File: src/hdl/wwan_sideband_pkg.sv
// constants and types for the sideband pin multiplexer
// assumes a single 100 MHz system clock
package wwan_sideband_pkg;

   // ****************************************************************
   // timing
   // ****************************************************************
   localparam int CLK_FREQ_HZ       = 100_000_000;
   localparam int CLK_PERIOD_NS     = 10;
   localparam int WAKE_PULSE_MS     = 1000;
   localparam int WAKE_PULSE_CYCLES = WAKE_PULSE_MS * (CLK_FREQ_HZ / 1000);
   localparam int SYNC_CLK_HZ       = 1_000_000;
   localparam int SYNC_HALF_CYCLES  = CLK_FREQ_HZ / (2 * SYNC_CLK_HZ);

   // ****************************************************************
   // structure
   // ****************************************************************
   localparam int PIN_COUNT   = 12;
   localparam int CARD_COUNT  = 2;
   localparam int SYNC_WIDTH  = PIN_COUNT + 1;
   localparam int PIN_CARD2_DETECT = 0;
   localparam int PIN_LOC_CLOCK    = 0;
   localparam int PIN_TX_BLANK     = 4;
   localparam int PIN_STATUS       = 9;
   localparam int PIN_HOST_WAKE    = 11;
   localparam logic [1:0]  CFG_RESET = 2'h0;
   localparam logic [11:0] PINS_IDLE = 12'h000;

   typedef enum logic [1:0] {
      CFG_LOCATION_A,
      CFG_LOCATION_B,
      CFG_SECOND_CARD,
      CFG_INTERPROC
   } port_cfg_type;

   typedef enum logic {
      WAKE_IDLE,
      WAKE_PULSE
   } wake_state_type;

endpackage

File: src/hdl/wwan_pin_sync.sv
// three-stage synchroniser with agreement filter
// assumes asynchronous inputs; output level is registered
`timescale 1ns/10ps
module wwan_pin_sync
#(
   parameter int WIDTH = 13
)
(
   input  wire logic             i_clk_sys,
   input  wire logic             i_rst_n,
   input  wire logic [WIDTH-1:0] i_async,
   output logic      [WIDTH-1:0] o_level
);

   logic [WIDTH-1:0] ff1_r;
   logic [WIDTH-1:0] ff2_r;
   logic [WIDTH-1:0] ff3_r;
   logic [WIDTH-1:0] agree;
   logic [WIDTH-1:0] level_nxt;

   if (WIDTH < 1)
   begin : g_bad_width
      $error("wwan_pin_sync: WIDTH must be at least 1");
   end

   // a change counts once stages two and three agree
   assign agree     = ~(ff2_r ^ ff3_r);
   assign level_nxt = (ff3_r & agree) | (o_level & ~agree);

   always_ff @(posedge i_clk_sys or negedge i_rst_n)
   begin
      if (!i_rst_n)
      begin
         ff1_r   <= '0;
         ff2_r   <= '0;
         ff3_r   <= '0;
         o_level <= '0;
      end
      else
      begin
         ff1_r   <= i_async;
         ff2_r   <= ff1_r;
         ff3_r   <= ff2_r;
         o_level <= level_nxt;
      end
   end

endmodule

File: src/hdl/wwan_sideband_pin_mux.sv
// sideband pin multiplexer, card detect, wake and blanking outputs
// assumes pads resolve pin level from out/oe; straps stable at reset
//
// Functional notes
// - twelve pins follow exactly one of four latched port configurations
// - config 0: location i2c, sync clock, blanking, audio, lamp, wake
// - config 1: as config 0, pins 3-4 carry vendor location lines
// - config 2: second card on pins 0-4, pins 5-8 reserved idle
// - config 3: interprocessor, audio, drive activity, hsic lines
// - pin 9 may carry interprocessor line 7 instead of lamp
// - config 3 pin 9 may carry line 7 instead of drive activity
// - detect rising means insertion, falling removal, low means absent
// - detect edges or level raise an interrupt
// - power-on input high enables, low shuts whole block down
// - power-off input acts asynchronously, independent of clock
// - active-low modem reset holds block in reset at once
// - modem reset clears all held state
// - blanking output (pin 4, config 0 only) high while radio transmits
// - block generates sync clock itself from divider
// - location i2c clock pin is input only
// - location interrupt pin is bidirectional
// - second card data driven when card receives, input otherwise
// - up to two card interfaces with own detect
// - host wake driven low as a single one-second pulse in configs 0-2; pin 11 carries hsic in config 3
`timescale 1ns/10ps
module wwan_sideband_pin_mux
   import wwan_sideband_pkg::*;
#(
   parameter int WAKE_CYCLES = WAKE_PULSE_CYCLES,
   parameter int SYNC_HALF   = SYNC_HALF_CYCLES
)
(
   input  wire logic        i_clk_sys,
   input  wire logic        i_rst_n,
   input  wire logic        i_full_power_on,
   input  wire logic        i_modem_reset_n,
   input  wire logic [1:0]  i_port_config,
   input  wire logic        i_pin9_ipc_sel,
   input  wire logic        i_cfg3_ipc_sel,
   input  wire logic [11:0] i_gpio_in,
   output logic      [11:0] o_gpio_out,
   output logic      [11:0] o_gpio_oe,
   output logic      [11:0] o_pin_level,
   input  wire logic        i_location_i2c_data_low,
   input  wire logic        i_location_interrupt_low,
   input  wire logic [1:0]  i_vendor_location_out,
   input  wire logic [1:0]  i_vendor_location_oe,
   input  wire logic [3:0]  i_audio_out,
   input  wire logic [3:0]  i_audio_oe,
   input  wire logic [7:0]  i_interprocessor_out,
   input  wire logic [7:0]  i_interprocessor_oe,
   input  wire logic        i_drive_activity_spinup,
   input  wire logic [1:0]  i_hsic_out,
   input  wire logic [1:0]  i_hsic_oe,
   input  wire logic        i_status_lamp_on,
   input  wire logic        i_radio_tx_active,
   input  wire logic        i_second_card_io_out,
   input  wire logic        i_second_card_io_oe,
   input  wire logic        i_second_card_clock,
   input  wire logic        i_second_card_reset,
   input  wire logic        i_second_card_power,
   input  wire logic        i_card_present_in,
   input  wire logic        i_card_irq_level_mode,
   input  wire logic        i_card_irq_clear,
   input  wire logic        i_wake_request,
   output logic [1:0]       o_card_present,
   output logic [1:0]       o_card_inserted,
   output logic [1:0]       o_card_removed,
   output logic             o_card_irq,
   output logic             o_host_wake_busy,
   output logic [1:0]       o_port_config,
   output logic             o_module_enabled
);

   localparam int WCW = $clog2(WAKE_CYCLES + 1);
   localparam int SCW = $clog2(SYNC_HALF + 1);
   localparam logic [WCW-1:0] WAKE_LAST = WCW'(WAKE_CYCLES - 1);
   localparam logic [SCW-1:0] SYNC_LAST = SCW'(SYNC_HALF - 1);

   if (WAKE_CYCLES < 2 || SYNC_HALF < 1)
   begin : g_bad_param
      $error("wwan_sideband_pin_mux: timing parameters too small");
   end

   // ****************************************************************
   // whole-block reset
   // ****************************************************************
   logic core_rst_n;

   // power-off, modem reset and system reset all act without clock
   assign core_rst_n = i_rst_n & i_full_power_on & i_modem_reset_n;

   // ****************************************************************
   // configuration latch
   // ****************************************************************
   port_cfg_type cfg_r;
   logic         latched_r;
   logic         pin9_ipc_r;
   logic         cfg3_ipc_r;

   // straps caught on first edge after release, then frozen
   always_ff @(posedge i_clk_sys or negedge core_rst_n)
   begin
      if (!core_rst_n)
      begin
         cfg_r      <= port_cfg_type'(CFG_RESET);
         latched_r  <= 1'b0;
         pin9_ipc_r <= 1'b0;
         cfg3_ipc_r <= 1'b0;
      end
      else if (!latched_r)
      begin
         cfg_r      <= port_cfg_type'(i_port_config);
         latched_r  <= 1'b1;
         pin9_ipc_r <= i_pin9_ipc_sel;
         cfg3_ipc_r <= i_cfg3_ipc_sel;
      end
   end

   // ****************************************************************
   // input synchronisers
   // ****************************************************************
   logic [SYNC_WIDTH-1:0] sync_level;

   wwan_pin_sync #(
      .WIDTH (SYNC_WIDTH)
   ) u_sync (
      .i_clk_sys (i_clk_sys),
      .i_rst_n   (core_rst_n),
      .i_async   ({i_card_present_in, i_gpio_in}),
      .o_level   (sync_level)
   );

   assign o_pin_level = sync_level[PIN_COUNT-1:0];

   // ****************************************************************
   // card detect, two channels
   // ****************************************************************
   logic [1:0] detect_level;
   logic [1:0] card_event;
   logic       irq_nxt;

   assign detect_level[0] = sync_level[PIN_COUNT];
   // second detect only exists while pin 0 carries it
   assign detect_level[1] = (cfg_r == CFG_SECOND_CARD) && latched_r &&
                            sync_level[PIN_CARD2_DETECT];

   for (genvar c = 0; c < CARD_COUNT; c++)
   begin : g_card
      always_ff @(posedge i_clk_sys or negedge core_rst_n)
      begin
         if (!core_rst_n)
         begin
            o_card_present[c]  <= 1'b0;
            o_card_inserted[c] <= 1'b0;
            o_card_removed[c]  <= 1'b0;
         end
         else
         begin
            o_card_present[c]  <= detect_level[c];
            o_card_inserted[c] <= detect_level[c] & ~o_card_present[c];
            o_card_removed[c]  <= ~detect_level[c] & o_card_present[c];
         end
      end
      assign card_event[c] = detect_level[c] ^ o_card_present[c];
   end

   // edge mode is sticky and set wins over clear; level mode follows
   assign irq_nxt = i_card_irq_level_mode ? |detect_level :
                    (o_card_irq & ~i_card_irq_clear) | |card_event;

   always_ff @(posedge i_clk_sys or negedge core_rst_n)
   begin
      if (!core_rst_n)
         o_card_irq <= 1'b0;
      else
         o_card_irq <= irq_nxt;
   end

   // ****************************************************************
   // sync clock divider
   // ****************************************************************
   logic [SCW-1:0] sync_cnt_r;
   logic           sync_en;
   logic           sync_clk_r;

   assign sync_en = (sync_cnt_r == SYNC_LAST);

   always_ff @(posedge i_clk_sys or negedge core_rst_n)
   begin
      if (!core_rst_n)
      begin
         sync_cnt_r <= '0;
         sync_clk_r <= 1'b0;
      end
      else
      begin
         sync_cnt_r <= sync_en ? '0 : sync_cnt_r + 1'b1;
         if (sync_en)
            sync_clk_r <= ~sync_clk_r;
      end
   end

   // ****************************************************************
   // host wake pulse
   // ****************************************************************
   wake_state_type wake_state_r;
   wake_state_type wake_state_nxt;
   logic [WCW-1:0] wake_cnt_r;
   logic           wake_active;

   always_comb
   begin
      wake_state_nxt = wake_state_r;
      case (wake_state_r)
         WAKE_IDLE:
            if (i_wake_request)
               wake_state_nxt = WAKE_PULSE;
         WAKE_PULSE:
            if (wake_cnt_r == WAKE_LAST)
               wake_state_nxt = WAKE_IDLE;
         default:
            wake_state_nxt = WAKE_IDLE;
      endcase
   end

   assign wake_active = (wake_state_r == WAKE_PULSE);

   always_ff @(posedge i_clk_sys or negedge core_rst_n)
   begin
      if (!core_rst_n)
      begin
         wake_state_r <= WAKE_IDLE;
         wake_cnt_r   <= '0;
      end
      else
      begin
         wake_state_r <= wake_state_nxt;
         wake_cnt_r   <= wake_active ? wake_cnt_r + 1'b1 : '0;
      end
   end

   // ****************************************************************
   // pin mapping per configuration
   // ****************************************************************
   logic        pin9_out;
   logic        pin9_oe;
   logic [1:0]  pin78_out;
   logic [1:0]  pin78_oe;
   logic [11:0] out_loc_a;
   logic [11:0] oe_loc_a;
   logic [11:0] out_loc_b;
   logic [11:0] oe_loc_b;
   logic [11:0] out_card;
   logic [11:0] oe_card;
   logic [11:0] out_ipc;
   logic [11:0] oe_ipc;
   logic [11:0] out_sel;
   logic [11:0] oe_sel;

   assign pin9_out = pin9_ipc_r ? i_interprocessor_out[7] :
                     (cfg_r == CFG_INTERPROC) ? i_drive_activity_spinup :
                     ~i_status_lamp_on;
   assign pin9_oe  = pin9_ipc_r ? i_interprocessor_oe[7] : 1'b1;
   assign pin78_out = cfg3_ipc_r ? i_interprocessor_out[6:5] :
                      i_audio_out[3:2];
   assign pin78_oe  = cfg3_ipc_r ? i_interprocessor_oe[6:5] :
                      i_audio_oe[3:2];

   // i2c clock and radio-off are inputs; data, irq and wake pull low
   assign out_loc_a = {2'b00, pin9_out, i_audio_out,
                       i_radio_tx_active, sync_clk_r, 3'b000};
   assign oe_loc_a  = {wake_active, 1'b0, pin9_oe, i_audio_oe, 2'b11,
                       i_location_interrupt_low,
                       i_location_i2c_data_low, 1'b0};
   assign out_loc_b = {out_loc_a[11:5], i_vendor_location_out,
                       out_loc_a[2:0]};
   assign oe_loc_b  = {oe_loc_a[11:5], i_vendor_location_oe,
                       oe_loc_a[2:0]};
   // reserved pins 5-8 stay undriven
   assign out_card  = {2'b00, pin9_out, 4'h0, i_second_card_power,
                       i_second_card_reset, i_second_card_clock,
                       i_second_card_io_out, 1'b0};
   assign oe_card   = {wake_active, 1'b0, pin9_oe, 4'h0, 3'b111,
                       i_second_card_io_oe, 1'b0};
   assign out_ipc   = {i_hsic_out, pin9_out, pin78_out,
                       i_audio_out[1:0], i_interprocessor_out[4:0]};
   assign oe_ipc    = {i_hsic_oe, pin9_oe, pin78_oe,
                       i_audio_oe[1:0], i_interprocessor_oe[4:0]};

   assign out_sel = (cfg_r == CFG_LOCATION_A)  ? out_loc_a :
                    (cfg_r == CFG_LOCATION_B)  ? out_loc_b :
                    (cfg_r == CFG_SECOND_CARD) ? out_card  : out_ipc;
   assign oe_sel  = !latched_r                 ? PINS_IDLE :
                    (cfg_r == CFG_LOCATION_A)  ? oe_loc_a  :
                    (cfg_r == CFG_LOCATION_B)  ? oe_loc_b  :
                    (cfg_r == CFG_SECOND_CARD) ? oe_card   : oe_ipc;

   always_ff @(posedge i_clk_sys or negedge core_rst_n)
   begin
      if (!core_rst_n)
      begin
         o_gpio_out       <= PINS_IDLE;
         o_gpio_oe        <= PINS_IDLE;
         o_host_wake_busy <= 1'b0;
         o_port_config    <= CFG_RESET;
         o_module_enabled <= 1'b0;
      end
      else
      begin
         o_gpio_out       <= out_sel;
         o_gpio_oe        <= oe_sel;
         o_host_wake_busy <= wake_active;
         o_port_config    <= cfg_r;
         o_module_enabled <= latched_r;
      end
   end
endmodule

File: config.mk
export PLATFORM = sky130hd
export DESIGN_NAME = wwan_sideband_pin_mux
export DESIGN_NICKNAME = d
export VERILOG_FILES = /design/src/hdl/wwan_sideband_pkg.sv /design/src/hdl/wwan_pin_sync.sv /design/src/hdl/wwan_sideband_pin_mux.sv
export SDC_FILE = /design/constraint.sdc
export NUM_CORES = 1
export LEC_CHECK = 0
export BUFFER_PORTS_ARGS = -buffer_cell sky130_fd_sc_hd__buf_2
export CAP_MARGIN = 5
export CORE_MARGIN = 2
export CORE_UTILIZATION = 40
export CTS_BUF_LIST = sky130_fd_sc_hd__clkbuf_8
export DETAILED_ROUTE_END_ITERATION = 6
export MAX_ROUTING_LAYER = met4
export PLACE_DENSITY = 0.67
export RECOVER_POWER = 100
export SKIP_CTS_REPAIR_TIMING = 1
export SYNTH_ARGS = -nofsm -noshare
export SYNTH_HDL_FRONTEND = slang
export SYNTH_SLANG_ARGS = --single-unit
File: constraint.sdc
create_clock -name i_clk_sys -period 6.5 [get_ports i_clk_sys]
set_input_delay 0.975 -clock i_clk_sys [delete_from_list [all_inputs] [get_ports i_clk_sys]]
set_output_delay 0.975 -clock i_clk_sys [all_outputs]
set_load 0.05 [all_outputs]
==> results by group <==
Run status
  – Status: finished, violations left
  – Failing checks: design-rule violations, max-capacitance violations, max-slew violations

Synth
  – EDFF count, synth: 0
  – Synthesized area: 0.004770 mm²
  – Post-synthesis sequential area ratio: 66.63%
  – Most frequent cell after synthesis: dfrtp_1
  – Prevailing post-synth register cell: dfrtp_1
  – Synth area leader: dfrtp_1
  – FF+latch count, synth: 127
  – Commonest cells post-synth: dfrtp_1 (127), nor2_1 (21), nand2_1 (19)
  – Syn nets: 440
  – Netlist cell types: 41
  – Syn avg cell area: 13.03 µm²
  – Synth Instances: 366
  – Yosys Warn Count: 0
  – Synth area leaders: dfrtp_1 (67%), maj3_1 (2.7%), ha_1 (2.1%), xor2_1 (2.0%), mux2i_1 (1.9%)
  – Top cell type's share of synthesized area: 66.63%
  – Asr flop ratio synth: 100.0%

Power and ir drop
  – Pwr Density: 309.5 mW/mm²
  – Static leakage: 2.736 nW
  – Maximum vdd ir drop: 0.1285 mV

Die
  – Die Width: 113.2 µm
  – Core Region: 0.01152 mm²
  – Starting Density: 41.42%
  – Chip Height: 113.2 µm
  – Num ports: 113
  – Die area: 0.01281 mm²
  – Site Rows: 39

Timing
  – Fin Setup TNS: 0 ns
  – Final setup vio count: 0
  – Worst clock skew: 0.007101 ns
  – Final hold slack: 0.3537 ns
  – Tightest Pin Transition: 2.730 ns
  – Final min period: 3.546 ns
  – Final WS setup: 2.954 ns
  – Fin. max-slew vios: 63
  – Fmax: 0.2820 GHz
  – Hold Vio Cnt, Final: 0
  – Relative max-transition margin: -82.00%
  – RSZ-0062 raised after global routing: false
  – Fin crit share: 54.55%

Setup path
  – Critical Path AT: 4.02 ns
  – Worst-path fanout max: 66
  – CP Launch Type: input pin
  – Critical path type: input pin to async pin
  – Critical Path RT: 6.97 ns
  – Crit path capture type: async pin

Cells and area
  – Nets: 560
  – Layout cell share with drive strength beyond 1: 22.04%
  – Antenna Cells: 0
  – Area Overhead vs Synth: 20.67%

Route
  – DR vias/cell: 4.989
  – Vias post-DR: 3,203
  – Drt first pass iters: 7
  – Initial drt markers: 208
  – Number of remaining DRC errors: 10
  – Routed len/inst: 14.56 µm
  – DRT antenna net count: 0
  – Post-Route WL: 9350 µm

Clock tree
  – Cts bufs inserted: 17
  – TritonCTS clock tree: built
  – Clock-pin slew on the worst setup and hold paths: 0.08 ns
  – CTS Root Cell: clkbuf_8
  – Clock Sinks: 127
  – CTS max path bufs: 2
  – Clk_lat worst skew: 0.44 ns
  – Max H-tree Level: 4

Placement
  – Post-place setup slack: 3.810 ns
  – Detailed Place HPWL: 6345 µm
  – Port buffer count: 112
  – RD Place Congestion: 0.7906

Global routing
  – Number of antenna violations at the first check in global routing: 0
  – Grt ovf: 0
  – Largest net degree at the start of global routing: 67
  – First-pass GRT wire length: 15,770 µm
  – Vias in the first global route: 3,293
  – Total track usage: 16.09%

Hold path
  – Hold crit path type: register to register

Job
  – Max-Cap Viols: 1
[report_power, final]
group          internal, W  switching, W  leakage (nW)
logic            0.0000717      0.000164         0.917
clock network     0.000283      0.000360         0.184
registers         0.000852     0.0000500          1.63
total              0.00121      0.000574          2.74
[logic make-up (layout without fill, tap and decap cells)]
logic type                 after synthesis  count (layout)  synth area share, %
other                                    1               1              0.07862
AOI/OAI and AO/OA                       42              42                5.404
buffers and inverters                   28             161                2.702
adders and majority gates               21              21                4.827
DFF                                    127             127                66.63
xor gates and xnor gates                15              15                2.754
muxes                                   16              16                4.014
and+or+nand+nor                        116             116                13.59
[routing by layer]
layer  global-route usage [%]  routed length, µm  share of wire (%)
met5                        -                  0                  0
met4                    5.203                 59               0.63
met3                    5.624                512                5.5
met2                    24.27               4521                 48
met1                    20.51               4257                 46
[area by class of cell]
| class | count | area, µm² |
|---|---|---|
| Tap cell | 143 | 178.9 |
| Clock buffer | 17 | 234.0 |
| Fill cell | 1053 | 5761 |
| Multi-Input combinational cell | 211 | 1455 |
| Sequential cell | 127 | 3178 |
| Timing Repair Buffer | 114 | 513.0 |
| Inverter | 15 | 56.30 |
| Clock inverter | 15 | 140.1 |
[worst max-delay path, cell delays in order]
cell and delay [ns]:
buf_2 0.08, and3_1 2.01, buf_4 0.89
[worst paths after layout]
kind | start | end | slack (ns) | cells past startpoint
setup reg to reg | wake_cnt_r[2] | wake_cnt_r[19] | 4.57 | 4
hold / removal | u_sync.ff1_r[6] | u_sync.ff2_r[6] | 0.35 | 0
setup / recovery | i_modem_reset_n | sync_cnt_r[2] | 2.95 | 3
hold reg to reg | u_sync.ff1_r[6] | u_sync.ff2_r[6] | 0.35 | 0
min in group asynchronous | i_rst_n | pin9_ipc_r | 1.58 | 2
max in group i_clk_sys | register | o_pin_level[0] | 4.20 | 1
[through the flow]
stage | power [W] | area [µm²] | util (%) | cells
finish | 0.001781 | 5756 | 49.98 | 642
global route | 0.001871 | 5756 | 49.98 | 642
CTS | 0.001810 | 5831 | 50.63 | 642
detailed placement | 0.001165 | 5456 | 47.38 | 610
global placement | 0.001158 | 5456 | 47.38 | 610
floorplan | 0.001094 | 4770 | - | 366
[cell usage in the layout (no fill, tap or decap), types with 3 or more instances in the layout]
cell / instances
a21boi_0: 3
a21oi_1: 14
and2_1: 4
and3_1: 13
buf_2: 65
clkbuf_1: 48
clkbuf_8: 17
clkinvlp_4: 3
dfrtp_1: 127
ha_1: 8
inv_1: 15
inv_6: 6
inv_8: 5
maj3_1: 13
mux2_2: 5
mux2i_1: 9
nand2_1: 20
nand2b_1: 3
nand3_1: 16
nand4_1: 5
nor2_1: 21
nor2b_1: 6
nor3_1: 3
o21ai_0: 10
o31ai_1: 10
or4_1: 11
xnor2_1: 4
xor2_1: 11
(Power assumes the default switching activity.)
